<file path="config.mk">
export PLATFORM = sky130hd
export DESIGN_NAME = gcra_top
export DESIGN_NICKNAME = d
export VERILOG_FILES = /design/src/hw/gcra_pkg.sv /design/src/hw/gcra_top.sv
export VERILOG_INCLUDE_DIRS = /design/src /design/src/hw
export SDC_FILE = /design/constraint.sdc
export NUM_CORES = 1
export LEC_CHECK = 0
export BUFFER_PORTS_ARGS = -buffer_cell sky130_fd_sc_hd__buf_2
export CORE_UTILIZATION = 55
export DETAILED_ROUTE_END_ITERATION = 7
export PLACE_DENSITY = 0.89
export SYNTH_ARGS = -nofsm -noshare
export SYNTH_HDL_FRONTEND = slang
export SYNTH_SLANG_ARGS = --single-unit
</file>
<file path="constraint.sdc">
create_clock -name i_sys_clk -period 17.1 [get_ports i_sys_clk]
set_clock_uncertainty 0.1 [all_clocks]
set_input_delay 2.565 -clock i_sys_clk [delete_from_list [all_inputs] [get_ports i_sys_clk]]
set_output_delay 2.565 -clock i_sys_clk [all_outputs]
set_load 0.02 [all_outputs]
</file>
<file path="src/hw/gcra_regs.svh">
// register offsets, field positions, reset values and timing counts
`ifndef GCRA_REGS_SVH
`define GCRA_REGS_SVH
// run-state index values behind the data port
`define GCRA_RUN_BANK_A 8'h01
`define GCRA_RUN_WDT 8'h03
`define GCRA_RUN_BANK_B 8'h05
`define GCRA_RUN_BANK_C 8'h06
`define GCRA_RUN_SPE1 8'h08
`define GCRA_RUN_SPE2 8'h09
`define GCRA_RUN_SPS1 8'h0A
`define GCRA_RUN_SPS2 8'h0B
// configuration-space offsets, logical unit eight
`define GCRA_CFG_BANK_A 8'hF6
`define GCRA_CFG_WDT 8'hF4
`define GCRA_CFG_BANK_B 8'hF9
`define GCRA_CFG_BANK_C 8'hFA
`define GCRA_CFG_SPE1 8'hB0
`define GCRA_CFG_SPE2 8'hB1
`define GCRA_CFG_SPS1 8'hB2
`define GCRA_CFG_SPS2 8'hB3
`define GCRA_CFG_PORT_BASE 8'hF2
`define GCRA_CFG_GINT1 8'hF7
`define GCRA_CFG_GINT2 8'hF8
`define GCRA_CFG_PIN_A 5'h1C
`define GCRA_CFG_PIN_B 5'h19
`define GCRA_CFG_PIN_C 5'h1A
// global space
`define GCRA_GLOB_RUN_CTRL 8'h03
`define GCRA_GLOB_RUN_BIT 7
// index port placements
`define GCRA_PORT_E0 8'hE0
`define GCRA_PORT_E2 8'hE2
`define GCRA_PORT_E4 8'hE4
`define GCRA_PORT_EA 8'hEA
`define GCRA_DATA_STEP 8'h01
`define GCRA_IO_HIGH 8'h00
// pin configuration fields
`define GCRA_PC_DIR 0
`define GCRA_PC_POL 1
`define GCRA_PC_FS_LO 3
`define GCRA_PC_FS_HI 4
`define GCRA_PC_IEN 5
`define GCRA_PC_OTYPE 7
`define GCRA_PINCFG_RESET 8'h01
`define GCRA_FSEL_ZERO 2'h0
`define GCRA_FSEL_TWO 2'h2
// group interrupt select fields
`define GCRA_GI_CH_LO 0
`define GCRA_GI_CH_HI 3
`define GCRA_GI_DEB 7
`define GCRA_GI_NONE 4'h0
// pin tables, bit = bank*8 + bit
`define GCRA_PIN_IMPL 24'hFF1DFF
`define GCRA_GPIO_AT_TWO 24'hFF1900
`define GCRA_GROUP1 24'h0000FF
`define GCRA_GROUP2 24'hFFFF00
`define GCRA_ALT_OUT_C0 24'h000000
`define GCRA_ALT_OUT_C1 24'hFF1DED
`define GCRA_ALT_OUT_C2 24'h000404
`define GCRA_ALT_OUT_C3 24'h1B0400
`define GCRA_ALT_OD_C1 24'h00000D
`define GCRA_ALT_OD_C3 24'h0B0400
`define GCRA_ALT_EITHER_EDGE_INTERRUPT_INPUT_C2 24'h000002
`define GCRA_ALT_EITHER_EDGE_INTERRUPT_INPUT_C3 24'h001804
`define GCRA_ALT_IDLE_C0 24'h000800
`define GCRA_NONE 24'h000000
// debounce time
`define GCRA_DEBOUNCE_MS 1
`define GCRA_CLK_KHZ 100000
`define GCRA_DEBOUNCE_CYCLES (`GCRA_DEBOUNCE_MS * `GCRA_CLK_KHZ)
`endif

</file>
<file path="src/hw/gcra_pkg.sv">
// types of the port configuration and run-state access block
package gcra_pkg;
  // register selected behind the data port
  typedef enum logic [3:0] {
    SEL_NONE, SEL_BANK_A, SEL_WDT, SEL_BANK_B, SEL_BANK_C,
    SEL_SPE1, SEL_SPE2, SEL_SPS1, SEL_SPS2
  } gcra_sel_t;
  // the whole state of the block
  typedef struct packed {
    logic [23:0] pin_meta;
    logic [23:0] pin_sync;
    logic [23:0][7:0] pin_cfg;
    logic [23:0] pin_data;
    logic [7:0] glob_ctrl;
    logic [7:0] base_prog;
    logic [7:0] base_act;
    logic [7:0] run_index;
    logic [7:0] wdt_ctrl;
    logic [1:0][7:0] sp_en;
    logic [1:0][7:0] sp_st;
    logic [1:0][7:0] gint_sel;
    logic [1:0][16:0] deb_cnt;
    logic [1:0] deb_out;
    logic [7:0] io_rdata;
    logic [7:0] cfg_rdata;
  } gcra_state_t;
endpackage

</file>
<file path="src/hw/gcra_top.sv">
// port configuration, pin drive and run-state index/data access
//
// Overview of operation
// [RQ1] run access needs global enable bit seven
// [RQ2] index port 0xEA, data 0xEB after reset
// [RQ3] index port placeable only at E0/E2/E4/EA
// [RQ4] data port sits at index port plus one
// [RQ5] new port placement used after leaving config
// [RQ6] host writes index, then accesses data port
// [RQ7] indexes 01, 05, 06 select bank data
// [RQ8] index 03 selects shared watchdog control
// [RQ9] indexes 08-0B select soft power registers
// [RQ10] same registers reachable in configuration space
// [RQ11] pin configuration only in configuration state
// [RQ12] config bits: direction, polarity, function, irq, type
// [RQ13] type bit picks open drain or push-pull
// [RQ14] plain port: direction 0 output, 1 input
// [RQ15] plain port polarity inverts both directions
// [RQ16] alternate function sets direction itself
// [RQ17] alternate outputs inverted, inputs not, except edge
// [RQ18] group irq is OR of enabled members
// [RQ19] group irqs also feed wake and event logic
// [RQ20] debounce rejects pulses of 1 ms or less
// [RQ21] unrouted alternate inputs held inactive
// [RQ22] reset makes every pin non-inverting input
// [RQ23] input reads pin, output reads last write
// [RQ24] codes 01-11 pick alternates, 00 default; pins in GPIO_AT_TWO use 10 as port and 00 as alternate
// [RQ25] unlisted indexes read zero, ignore writes
`timescale 1ns/1ps
`include "gcra_regs.svh"

module gcra_top #(
  parameter int P_DEBOUNCE_CYCLES = `GCRA_DEBOUNCE_CYCLES
) (
  input wire logic i_sys_clk,
  input wire logic i_rst,
  input wire logic i_clk_en,
  input wire logic i_cfg_state,
  input wire logic i_cfg_global,
  input wire logic [7:0] i_cfg_addr,
  input wire logic i_cfg_wr,
  input wire logic i_cfg_rd,
  input wire logic [7:0] i_cfg_wdata,
  output logic [7:0] o_cfg_rdata,
  input wire logic [15:0] i_io_addr,
  input wire logic i_io_wr,
  input wire logic i_io_rd,
  input wire logic [7:0] i_io_wdata,
  output logic [7:0] o_io_rdata,
  output logic o_io_hit,
  input wire logic [23:0] i_pin,
  output logic [23:0] o_pin,
  output logic [23:0] o_pin_oe,
  input wire logic [3:0][23:0] i_alt_out,
  output logic [3:0][23:0] o_alt_in,
  input wire logic [15:0] i_soft_power_event,
  output logic [15:0] o_soft_power_enable,
  output logic [15:0] o_soft_power_status,
  output logic [7:0] o_watchdog_control,
  output logic [1:0] o_group_irq,
  output logic [15:0] o_isa_irq
);

  localparam logic [3:0][23:0] ALT_OUT = {
    `GCRA_ALT_OUT_C3, `GCRA_ALT_OUT_C2, `GCRA_ALT_OUT_C1, `GCRA_ALT_OUT_C0
  };
  localparam logic [3:0][23:0] ALT_OD = {
    `GCRA_ALT_OD_C3, `GCRA_NONE, `GCRA_ALT_OD_C1, `GCRA_NONE
  };
  localparam logic [3:0][23:0] ALT_EITHER_EDGE_INTERRUPT_INPUT = {
    `GCRA_ALT_EITHER_EDGE_INTERRUPT_INPUT_C3, `GCRA_ALT_EITHER_EDGE_INTERRUPT_INPUT_C2, `GCRA_NONE, `GCRA_NONE
  };
  localparam logic [3:0][23:0] ALT_IDLE = {
    `GCRA_NONE, `GCRA_NONE, `GCRA_NONE, `GCRA_ALT_IDLE_C0
  };
  localparam logic [23:0] PIN_IMPL = `GCRA_PIN_IMPL;
  localparam logic [23:0] GPIO_AT_TWO = `GCRA_GPIO_AT_TWO;
  localparam logic [1:0][23:0] GROUP = {`GCRA_GROUP2, `GCRA_GROUP1};
  localparam logic [16:0] DEB_LIMIT = 17'(P_DEBOUNCE_CYCLES);

  gcra_pkg::gcra_state_t s_reg;
  gcra_pkg::gcra_state_t s_next;

  logic run_en;
  logic io_index_hit;
  logic io_data_hit;
  logic cfg_acc_wr;
  logic cfg_acc_rd;
  logic pin_hit;
  logic [4:0] pin_idx;
  gcra_pkg::gcra_sel_t run_sel;
  gcra_pkg::gcra_sel_t cfg_sel;
  logic [23:0] gpio_in;
  logic [23:0] rd_bits;
  logic [23:0] wr_mask;
  logic [23:0] int_src;
  logic [1:0] grp_raw;

  // run index to register
  function automatic gcra_pkg::gcra_sel_t gcra_run_sel(input logic [7:0] idx);
    unique case (idx)
      `GCRA_RUN_BANK_A: gcra_run_sel = gcra_pkg::SEL_BANK_A;
      `GCRA_RUN_WDT: gcra_run_sel = gcra_pkg::SEL_WDT;
      `GCRA_RUN_BANK_B: gcra_run_sel = gcra_pkg::SEL_BANK_B;
      `GCRA_RUN_BANK_C: gcra_run_sel = gcra_pkg::SEL_BANK_C;
      `GCRA_RUN_SPE1: gcra_run_sel = gcra_pkg::SEL_SPE1;
      `GCRA_RUN_SPE2: gcra_run_sel = gcra_pkg::SEL_SPE2;
      `GCRA_RUN_SPS1: gcra_run_sel = gcra_pkg::SEL_SPS1;
      `GCRA_RUN_SPS2: gcra_run_sel = gcra_pkg::SEL_SPS2;
      default: gcra_run_sel = gcra_pkg::SEL_NONE;
    endcase
  endfunction

  // configuration offset to the same register
  function automatic gcra_pkg::gcra_sel_t gcra_cfg_sel(input logic [7:0] adr);
    unique case (adr)
      `GCRA_CFG_BANK_A: gcra_cfg_sel = gcra_pkg::SEL_BANK_A;
      `GCRA_CFG_WDT: gcra_cfg_sel = gcra_pkg::SEL_WDT;
      `GCRA_CFG_BANK_B: gcra_cfg_sel = gcra_pkg::SEL_BANK_B;
      `GCRA_CFG_BANK_C: gcra_cfg_sel = gcra_pkg::SEL_BANK_C;
      `GCRA_CFG_SPE1: gcra_cfg_sel = gcra_pkg::SEL_SPE1;
      `GCRA_CFG_SPE2: gcra_cfg_sel = gcra_pkg::SEL_SPE2;
      `GCRA_CFG_SPS1: gcra_cfg_sel = gcra_pkg::SEL_SPS1;
      `GCRA_CFG_SPS2: gcra_cfg_sel = gcra_pkg::SEL_SPS2;
      default: gcra_cfg_sel = gcra_pkg::SEL_NONE;
    endcase
  endfunction

  // read value of a shared register
  function automatic logic [7:0] gcra_rd(
    input gcra_pkg::gcra_sel_t sel,
    input gcra_pkg::gcra_state_t st,
    input logic [23:0] bits
  );
    unique case (sel)
      gcra_pkg::SEL_BANK_A: gcra_rd = bits[7:0];
      gcra_pkg::SEL_BANK_B: gcra_rd = bits[15:8] & PIN_IMPL[15:8];
      gcra_pkg::SEL_BANK_C: gcra_rd = bits[23:16];
      gcra_pkg::SEL_WDT: gcra_rd = st.wdt_ctrl;
      gcra_pkg::SEL_SPE1: gcra_rd = st.sp_en[0];
      gcra_pkg::SEL_SPE2: gcra_rd = st.sp_en[1];
      gcra_pkg::SEL_SPS1: gcra_rd = st.sp_st[0];
      gcra_pkg::SEL_SPS2: gcra_rd = st.sp_st[1];
      gcra_pkg::SEL_NONE: gcra_rd = 8'h00; // RQ25
    endcase
  endfunction

  // write into a shared register
  function automatic gcra_pkg::gcra_state_t gcra_wr(
    input gcra_pkg::gcra_state_t st,
    input gcra_pkg::gcra_sel_t sel,
    input logic [7:0] d,
    input logic [23:0] wm
  );
    gcra_pkg::gcra_state_t r;
    r = st;
    unique case (sel)
      gcra_pkg::SEL_BANK_A:
        r.pin_data[7:0] = (st.pin_data[7:0] & ~wm[7:0]) | (d & wm[7:0]);
      gcra_pkg::SEL_BANK_B:
        r.pin_data[15:8] = (st.pin_data[15:8] & ~wm[15:8]) | (d & wm[15:8]);
      gcra_pkg::SEL_BANK_C:
        r.pin_data[23:16] = (st.pin_data[23:16] & ~wm[23:16]) | (d & wm[23:16]);
      gcra_pkg::SEL_WDT: r.wdt_ctrl = d; // RQ8
      gcra_pkg::SEL_SPE1: r.sp_en[0] = d;
      gcra_pkg::SEL_SPE2: r.sp_en[1] = d;
      gcra_pkg::SEL_SPS1: r.sp_st[0] = st.sp_st[0] & ~d;
      gcra_pkg::SEL_SPS2: r.sp_st[1] = st.sp_st[1] & ~d;
      gcra_pkg::SEL_NONE: r = st; // RQ25
    endcase
    gcra_wr = r;
  endfunction

  // run-state decode, live only outside configuration
  assign run_en = ~i_cfg_state & s_reg.glob_ctrl[`GCRA_GLOB_RUN_BIT]; // RQ1
  assign io_index_hit = run_en & (i_io_addr == {`GCRA_IO_HIGH, s_reg.base_act}); // RQ2
  assign io_data_hit = run_en
    & (i_io_addr == {`GCRA_IO_HIGH, s_reg.base_act + `GCRA_DATA_STEP}); // RQ4
  assign o_io_hit = (io_index_hit | io_data_hit) & (i_io_rd | i_io_wr);
  assign run_sel = gcra_run_sel(s_reg.run_index); // RQ7 RQ9

  // configuration decode
  assign cfg_acc_wr = i_cfg_state & i_cfg_wr; // RQ11
  assign cfg_acc_rd = i_cfg_state & i_cfg_rd;
  assign cfg_sel = gcra_cfg_sel(i_cfg_addr); // RQ10
  assign pin_idx = (i_cfg_addr[7:3] == `GCRA_CFG_PIN_A) ? {2'h0, i_cfg_addr[2:0]}
    : (i_cfg_addr[7:3] == `GCRA_CFG_PIN_B) ? {2'h1, i_cfg_addr[2:0]}
    : {2'h2, i_cfg_addr[2:0]};
  assign pin_hit = ~i_cfg_global & PIN_IMPL[pin_idx]
    & ((i_cfg_addr[7:3] == `GCRA_CFG_PIN_A) | (i_cfg_addr[7:3] == `GCRA_CFG_PIN_B)
    | (i_cfg_addr[7:3] == `GCRA_CFG_PIN_C));

  // per-pin function, direction, polarity and drive
  genvar g;
  genvar c;
  generate
    for (g = 0; g < 24; g++)
    begin : g_pin
      logic [7:0] cfg;
      logic [1:0] fsel;
      logic pol;
      logic gpio;
      logic drive;
      logic val;
      logic od;
      assign cfg = s_reg.pin_cfg[g];
      assign fsel = cfg[`GCRA_PC_FS_HI:`GCRA_PC_FS_LO]; // RQ12
      assign pol = cfg[`GCRA_PC_POL];
      assign gpio = (fsel == (GPIO_AT_TWO[g] ? `GCRA_FSEL_TWO : `GCRA_FSEL_ZERO)); // RQ24
      assign drive = PIN_IMPL[g] & (gpio ? ~cfg[`GCRA_PC_DIR] : ALT_OUT[fsel][g]); // RQ14 RQ16
      assign val = (gpio ? s_reg.pin_data[g] : i_alt_out[fsel][g]) ^ pol; // RQ15 RQ17
      assign od = cfg[`GCRA_PC_OTYPE] & (gpio | ALT_OD[fsel][g]); // RQ13
      assign o_pin[g] = val & ~od;
      assign o_pin_oe[g] = drive & (~od | ~val);
      assign gpio_in[g] = gpio & cfg[`GCRA_PC_DIR];
      // input reads the pin, output reads the stored bit
      assign rd_bits[g] = gpio_in[g] ? (s_reg.pin_sync[g] ^ pol) : s_reg.pin_data[g]; // RQ23
      assign wr_mask[g] = PIN_IMPL[g] & ~gpio_in[g]; // RQ23
      // interrupt source follows polarity for port and edge input only
      assign int_src[g] = cfg[`GCRA_PC_IEN]
        & (s_reg.pin_sync[g] ^ (pol & (gpio | ALT_EITHER_EDGE_INTERRUPT_INPUT[fsel][g]))); // RQ17
      for (c = 0; c < 4; c++)
      begin : g_alt
        // alternate inputs, idle when not routed here
        assign o_alt_in[c][g] = (fsel == 2'(c) && !gpio && !ALT_OUT[c][g])
          ? (s_reg.pin_sync[g] ^ (pol & ALT_EITHER_EDGE_INTERRUPT_INPUT[c][g]))
          : ALT_IDLE[c][g]; // RQ21
      end
    end
  endgenerate

  // group OR of enabled members
  assign grp_raw[0] = |(int_src & GROUP[0]); // RQ18
  assign grp_raw[1] = |(int_src & GROUP[1]); // RQ18

  // next-state logic
  always_comb
  begin
    s_next = s_reg;
    s_next.pin_meta = i_pin;
    s_next.pin_sync = s_reg.pin_meta;
    // placement moves to the decoder outside configuration
    if (!i_cfg_state)
    begin
      s_next.base_act = s_reg.base_prog; // RQ5
    end
    // configuration writes
    if (cfg_acc_wr)
    begin
      if (i_cfg_global)
      begin
        if (i_cfg_addr == `GCRA_GLOB_RUN_CTRL)
        begin
          s_next.glob_ctrl = i_cfg_wdata; // RQ1
        end
      end
      else if (pin_hit)
      begin
        s_next.pin_cfg[pin_idx] = i_cfg_wdata; // RQ11 RQ12
      end
      else if (i_cfg_addr == `GCRA_CFG_PORT_BASE)
      begin
        if ((i_cfg_wdata == `GCRA_PORT_E0) || (i_cfg_wdata == `GCRA_PORT_E2)
          || (i_cfg_wdata == `GCRA_PORT_E4) || (i_cfg_wdata == `GCRA_PORT_EA))
        begin
          s_next.base_prog = i_cfg_wdata; // RQ3
        end
      end
      else if (i_cfg_addr == `GCRA_CFG_GINT1)
      begin
        s_next.gint_sel[0] = i_cfg_wdata;
      end
      else if (i_cfg_addr == `GCRA_CFG_GINT2)
      begin
        s_next.gint_sel[1] = i_cfg_wdata;
      end
      else
      begin
        s_next = gcra_wr(s_next, cfg_sel, i_cfg_wdata, wr_mask); // RQ10
      end
    end
    // run-state index and data writes
    if (io_index_hit && i_io_wr)
    begin
      s_next.run_index = i_io_wdata; // RQ6
    end
    if (io_data_hit && i_io_wr)
    begin
      s_next = gcra_wr(s_next, run_sel, i_io_wdata, wr_mask); // RQ7 RQ8 RQ9
    end
    // event sets win over a same-cycle clear
    s_next.sp_st = s_next.sp_st | i_soft_power_event;
    // debounce per group
    for (int k = 0; k < 2; k++)
    begin
      if (!s_reg.gint_sel[k][`GCRA_GI_DEB])
      begin
        s_next.deb_out[k] = grp_raw[k];
        s_next.deb_cnt[k] = '0;
      end
      else if (grp_raw[k] == s_reg.deb_out[k])
      begin
        s_next.deb_cnt[k] = '0;
      end
      else if (s_reg.deb_cnt[k] >= DEB_LIMIT)
      begin
        s_next.deb_out[k] = grp_raw[k]; // RQ20
        s_next.deb_cnt[k] = '0;
      end
      else
      begin
        s_next.deb_cnt[k] = s_reg.deb_cnt[k] + 17'h00001;
      end
    end
    // run-state read data
    if (io_data_hit && i_io_rd)
    begin
      s_next.io_rdata = gcra_rd(run_sel, s_reg, rd_bits); // RQ7 RQ8 RQ9 RQ25
    end
    else if (io_index_hit && i_io_rd)
    begin
      s_next.io_rdata = s_reg.run_index;
    end
    // configuration read data
    if (cfg_acc_rd)
    begin
      if (i_cfg_global)
      begin
        s_next.cfg_rdata = (i_cfg_addr == `GCRA_GLOB_RUN_CTRL) ? s_reg.glob_ctrl : 8'h00;
      end
      else if (pin_hit)
      begin
        s_next.cfg_rdata = s_reg.pin_cfg[pin_idx]; // RQ11
      end
      else if (i_cfg_addr == `GCRA_CFG_PORT_BASE)
      begin
        s_next.cfg_rdata = s_reg.base_prog;
      end
      else if (i_cfg_addr == `GCRA_CFG_GINT1)
      begin
        s_next.cfg_rdata = s_reg.gint_sel[0];
      end
      else if (i_cfg_addr == `GCRA_CFG_GINT2)
      begin
        s_next.cfg_rdata = s_reg.gint_sel[1];
      end
      else
      begin
        s_next.cfg_rdata = gcra_rd(cfg_sel, s_reg, rd_bits); // RQ10
      end
    end
  end

  // state register, frozen while clock enable is low
  always_ff @(posedge i_sys_clk or posedge i_rst)
  begin
    if (i_rst)
    begin
      s_reg <= '0;
      s_reg.pin_cfg <= {24{`GCRA_PINCFG_RESET}}; // RQ22
      s_reg.base_prog <= `GCRA_PORT_EA; // RQ2
      s_reg.base_act <= `GCRA_PORT_EA; // RQ2
    end
    else if (i_clk_en)
    begin
      s_reg <= s_next;
    end
  end

  // group interrupts onto the chosen isa channel
  always_comb
  begin
    o_isa_irq = 16'h0000;
    for (int n = 0; n < 2; n++)
    begin
      if (s_reg.gint_sel[n][`GCRA_GI_CH_HI:`GCRA_GI_CH_LO] != `GCRA_GI_NONE)
      begin
        o_isa_irq[s_reg.gint_sel[n][`GCRA_GI_CH_HI:`GCRA_GI_CH_LO]] =
          o_isa_irq[s_reg.gint_sel[n][`GCRA_GI_CH_HI:`GCRA_GI_CH_LO]]
          | s_reg.deb_out[n]; // RQ18
      end
    end
  end

  // register-fed outputs
  assign o_group_irq = s_reg.deb_out; // RQ19
  assign o_io_rdata = s_reg.io_rdata;
  assign o_cfg_rdata = s_reg.cfg_rdata;
  assign o_watchdog_control = s_reg.wdt_ctrl;
  assign o_soft_power_enable = s_reg.sp_en;
  assign o_soft_power_status = s_reg.sp_st;

endmodule

</file>
* After elaboration in Yosys (flattened, before gate mapping)
Memory sizes are Yosys's and may differ from the RTL's. Cells that the tools add are included.
Word-level totals: flip-flop bits (word level) 404, memory bits (read-only) 112, logic and storage cells 1059, memories 3, bits of input ports 185
Cells by class: equal/unequal tests 86, add/subtract/negate cells 3, multiplexer cells 380, reductions and logical operators 111, magnitude comparators 32, bitwise gates (word level) 401
Memory list:
- (no name shown) | depth 16, width 4, rd ports 1, clocked after Yosys merged registers in 0, write ports 0, RTL line gcra_top.sv:101 | unique case (idx)
- (no name shown) | depth 32, width 1, rd ports 1, clocked after Yosys merged registers in 0, write ports 0, RTL line gcra_top.sv:189 | assign pin_hit = ~i_cfg_global & PIN_IMPL[pin_idx]
- (no name shown) | depth 16, width 1, rd ports 1, clocked after Yosys merged registers in 0, write ports 0, RTL line gcra_top.sv:379 | o_isa_irq[s_reg.gint_sel[n][`GCRA_GI_CH_HI:`GCRA_GI_CH_LO]]
Operators with widths (number):
- binary-select mux 24 bit (select 2 bit) | 92
- two-way mux 68 bit | 6
- two-way mux 356 bit | 1
- two-way mux 164 bit | 2
- two-way mux 8 bit | 39
- two-way mux 216 bit | 1
- bitwise mux 192 bit | 1
- two-way mux 192 bit | 1
- two-way mux 17 bit | 10
- bitwise AND 1 bit | 144
- one-hot mux 8 bit (9 select lines) | 2
- two-way mux 132 bit | 1
- two-way mux 1 bit | 126
- two-way mux 124 bit | 1
- == test 8 bit, second input constant | 15
- bitwise AND 8 bit | 14
- two-way mux 104 bit | 1
- two-way mux 24 bit | 4
- two-way mux 96 bit | 1
- two-way mux 23 bit | 4
- two-way mux 22 bit | 4
- NOT 1 bit | 86
- two-way mux 21 bit | 4
- == test 2 bit, second input constant | 41
- other kinds (59) | 412

* Longest topological paths before layout
depth after elaboration 23, gate-level depth with buffers 12

* Worst setup path after synthesis
No wires, ideal clock.
path kind input -> output, start input port i_io_addr[11], end output port o_io_hit, path slack 10387 ps, stages on the path 6, data arrival time 4048 ps, cells stage by stage nor4_2 -> nand3_2 -> nor4_4 -> nand4_1 -> o21ai_0 -> o21a_1
Between the ends: cells in the longest elaborated chain, start to end 4, elaborated cells between the ends (all ways) 6, those cells by class 2 x eq/ne; 4 x bitwise
RTL lines:
- start: declaration | RTL line gcra_top.sv:45 | input wire logic [15:0] i_io_addr,
- == test 16 x 8 -> 1 bit (on tied branches) | RTL line gcra_top.sv:176, gcra_top.sv:178
- bitwise AND 1 bit (on tied branches) | RTL line gcra_top.sv:176, gcra_top.sv:177
- bitwise OR 1 bit (*) | RTL line gcra_top.sv:179 | assign o_io_hit = (io_index_hit | io_data_hit) & (i_io_rd | i_io_wr);
- bitwise AND 1 bit (*) | RTL line gcra_top.sv:179
- end: declaration | RTL line gcra_top.sv:50 | output logic o_io_hit,
Every way passes the cells marked *; elsewhere a longest branch is shown, timed or not.

* Final worst setup path
start input port i_cfg_state, end output port o_io_hit
Between the ends: cells in the longest elaborated chain, start to end 5, elaborated cells between the ends (all ways) 6, those cells by class 6 x bitwise
RTL lines:
- start: declaration | RTL line gcra_top.sv:38 | input wire logic i_cfg_state,
- NOT 1 bit (*) | RTL line gcra_top.sv:175 | assign run_en = ~i_cfg_state & s_reg.glob_ctrl[`GCRA_GLOB_RUN_BIT];
- bitwise AND 1 bit (*) | RTL line gcra_top.sv:175
- bitwise AND 1 bit (on tied branches) | RTL line gcra_top.sv:176, gcra_top.sv:177
- bitwise OR 1 bit (*) | RTL line gcra_top.sv:179
- bitwise AND 1 bit (*) | RTL line gcra_top.sv:179
Marks and branches as above.

==> flow_summary.json <==
{
  "cts-hold-fix-buffers": 0,
  "synth_area_leaders": "dfrtp_1, mux2_2, mux4_2, dfstp_2, buf_4",
  "synthFlopType": "dfrtp_1",
  "switching_share": 0.274,
  "initial_utilization": 0.562,
  "antenna_found_initial": 7,
  "cap_violations": 0,
  "final_common_cell": "dfrtp_1",
  "critical_path_buf_inv_count": 2,
  "setup_violations": 0,
  "path_class": "primary input to output pin",
  "routed_wl_um": 83800,
  "die_area_mm2": 0.0464,
  "first_pass_iters": 8,
  "yosys.area_share.simple": 0.137,
  "ys_warn_count": 0,
  "mostFrequentLayoutCells": "dfrtp_1, buf_2, mux2_2, nand2_1, nor2_1",
  "power_density_mw_per_mm2": 84.2,
  "stdcell_count": 3131,
  "fin_nets": 2697,
  "fmax_mhz": 137,
  "core_mm2": 0.0445,
  "rsz0062_at_grt": "false",
  "cp_max_fo": 6,
  "yosys.area.top_type": "dfrtp_1",
  "synth_adder_area_share": 0.00600,
  "ys_seq_area_frac": 0.402,
  "dp_cells": 3046,
  "synthCells": 2356,
  "combPwrFrac": 0.119,
  "slew_headroom": 0.110,
  "vias": 21100,
  "clockPowerShare": 0.442,
  "io_buffers": 327,
  "synth-compound-area-share": 0.129,
  "worstPathCellList": "buf_2, nor4b_2, nand3_2, nor4_4, nand4_1, o21ai_0, o21a_1, buf_2",
  "tightest_slew_ps": 1300,
  "wl_per_cell_um": 26.8,
  "leakage_nw": 12.4,
  "place_hpwl_um": 58400,
  "ys_ff_latch": 400,
  "status": "finished, final reports clean",
  "post_cts_buffers": 0,
  "grt_max_degree": 123,
  "drv_slew": 0,
  "seq_power_share": 0.439,
  "worstHoldPathType": "flip-flop to flip-flop",
  "hold-worst-slack_ps": 266,
  "fin_crit_ps": 7320,
  "synth_edf_count": 0,
  "cts-root-buf": "clkbuf_16",
  "syn_to_final_growth_pct": 11.0,
  "setup_tns_ps": 0,
  "finalHoldViolCount": 0,
  "clock_latency_ps": 580,
  "ir_drop_v": 0.0000898,
  "p_int_mw": 1.70,
  "synth_top_family_by_area": "multiplexers",
  "drive_gt1_frac": 0.337,
  "fillerInstances": 3398,
  "cts_tree": "yes",
  "vias_per_cell": 6.73,
  "ios": 404,
  "htree_num_levels": 2,
  "power.switching_mw": 0.642,
  "power_mw": 2.34,
  "syn_area_per_cell_um2": 10.6,
  "cts_buffer_depth": 3,
  "drt_iter0_drc": 2663,
  "synthArstFlopShare": 1.00,
  "cp_data_arrival_time_ps": 4660,
  "die_x_um": 215,
  "yosysUniqueCellTypes": 90,
  "cts_made_buffers": 44,
  "die_y_um": 215,
  "slowest_stage": "nor4_4",
  "grt_use_total": 0.359,
  "post-route-drc-count": 0,
  "clock-sinks": 400,
  "synthMuxAreaShare": 0.219,
  "grt_pass1_wl_um": 127000,
  "grt_remaining_overflow": 0,
  "grt_pass1_vias": 20900,
  "synth_area_mm2": 0.0250,
  "worst_ep_required_time_ps": 14440,
  "cts_resized": 0,
  "ant_nets": 0,
  "synth_xor_area_frac": 0.0311,
  "crit_top_cell": "buf_2",
  "slowest_delay_ps": 490,
  "post-route-period-util": 0.428,
  "synth_top_area_frac": 0.366,
  "row_count": 77,
  "crit_family": "simple AND/OR/NAND/NOR gates",
  "finalWeightedCongestion": 0.964,
  "cp-start-kind": "primary input",
  "path_clk_slew_ps": 60,
  "worstSetupEndpointType": "output pin"
}
==> power by group through the flow <==
| stage | sequential, mW | clock [mW] | combinational (mW) |
|---|---|---|---|
| 6_report | 1.03 | 1.03 | 0.278 |
| 5_1_grt | 1.03 | 1.07 | 0.296 |
| 4_1_cts | 1.03 | 1.03 | 0.274 |
| 3_5_place_dp | 1.04 | 0 | 0.272 |
| 3_3_place_gp | 1.04 | 0 | 0.263 |
| 2_1_floorplan | 1.02 | 0 | 0.199 |
==> worst register-to-register path, cell delays in order (launching register included) <==
cell and delay [ps]:
dfrtp_1 470, inv_1 80, ha_1 320, nand2b_1 160
xnor2_1 170, a222oi_1 360, nand3_1 350, mux2i_1 1080
o21ai_0 210, mux2_2 310
==> final timing paths <==
check | start | to | slack [ps] | cells past startpoint
min in group asynchronous | i_rst | s_reg[398] | 2050 | 2
worst max register to register | flip-flop | s_reg[32] | 13370 | 9
worst min-delay path | flip-flop | flip-flop | 270 | 0
worst max-delay path | i_cfg_state | o_io_hit | 9780 | 8
max in group asynchronous | i_rst | asynchronous set/reset pin | 12570 | 4
worst min register to register | flip-flop | flip-flop | 270 | 0
==> area by class of cell <==
| type | instances | area (um^2) | area share |
|---|---|---|---|
| clock inverters | 16 | 210 | 0.00757 |
| well taps | 592 | 741 | 0.0267 |
| clock buffers | 65 | 1370 | 0.0492 |
| multi-input cells | 1631 | 13300 | 0.478 |
| diodes | 4 | 10.0 | 0.000360 |
| repair buffers | 352 | 1830 | 0.0660 |
| inverters | 71 | 274 | 0.00987 |
| flip-flops and latches | 400 | 10100 | 0.362 |
==> synthesized netlist by cell type, types with 42 or more instances <==
| cell | number |
|---|---|
| dfrtp_1 | 366 |
| mux2_2 | 274 |
| clkbuf_1 | 148 |
| nand2_1 | 127 |
| buf_4 | 117 |
| nor2_1 | 117 |
| mux4_2 | 74 |
| mux2i_1 | 71 |
| inv_1 | 70 |
| a22oi_1 | 67 |
| o21ai_0 | 59 |
| a21oi_1 | 58 |
| xnor2_1 | 45 |
| xor2_1 | 44 |
| and3_1 | 42 |
==> metal layers <==
| metal | GRT usage | vias up | routed length (um) |
|---|---|---|---|
| met3 | 0.0846 | 318 | 8880 |
| met4 | 0.191 | 4 | 4830 |
| li1 | - | 8806 | - |
| met2 | 0.570 | 1471 | 38900 |
| met1 | 0.456 | 10500 | 31100 |
| met5 | 0 | - | 29 |
==> per-stage QoR <==
stage / utilization / cell area, um^2 / setup WS (ps)
3_5_place_dp: 0.588 / 26200 / 9780
6_report: 0.624 / 27800 / 9780
3_3_place_gp: 0.588 / 26200 / 9810
2_1_floorplan: - / 25200 / 3370
5_1_grt: 0.624 / 27800 / 9580
4_1_cts: 0.624 / 27800 / 9770
==> kinds of logic after synthesis <==
group	after synthesis
xor gates and xnor gates	89
buffers and inverters	378
muxes	420
AOI/OAI and AO/OA	449
and+or+nand+nor	607
other	1
adders and majority gates	12
DFF	400
No activity file was read; power rests on OpenSTA's default activity.
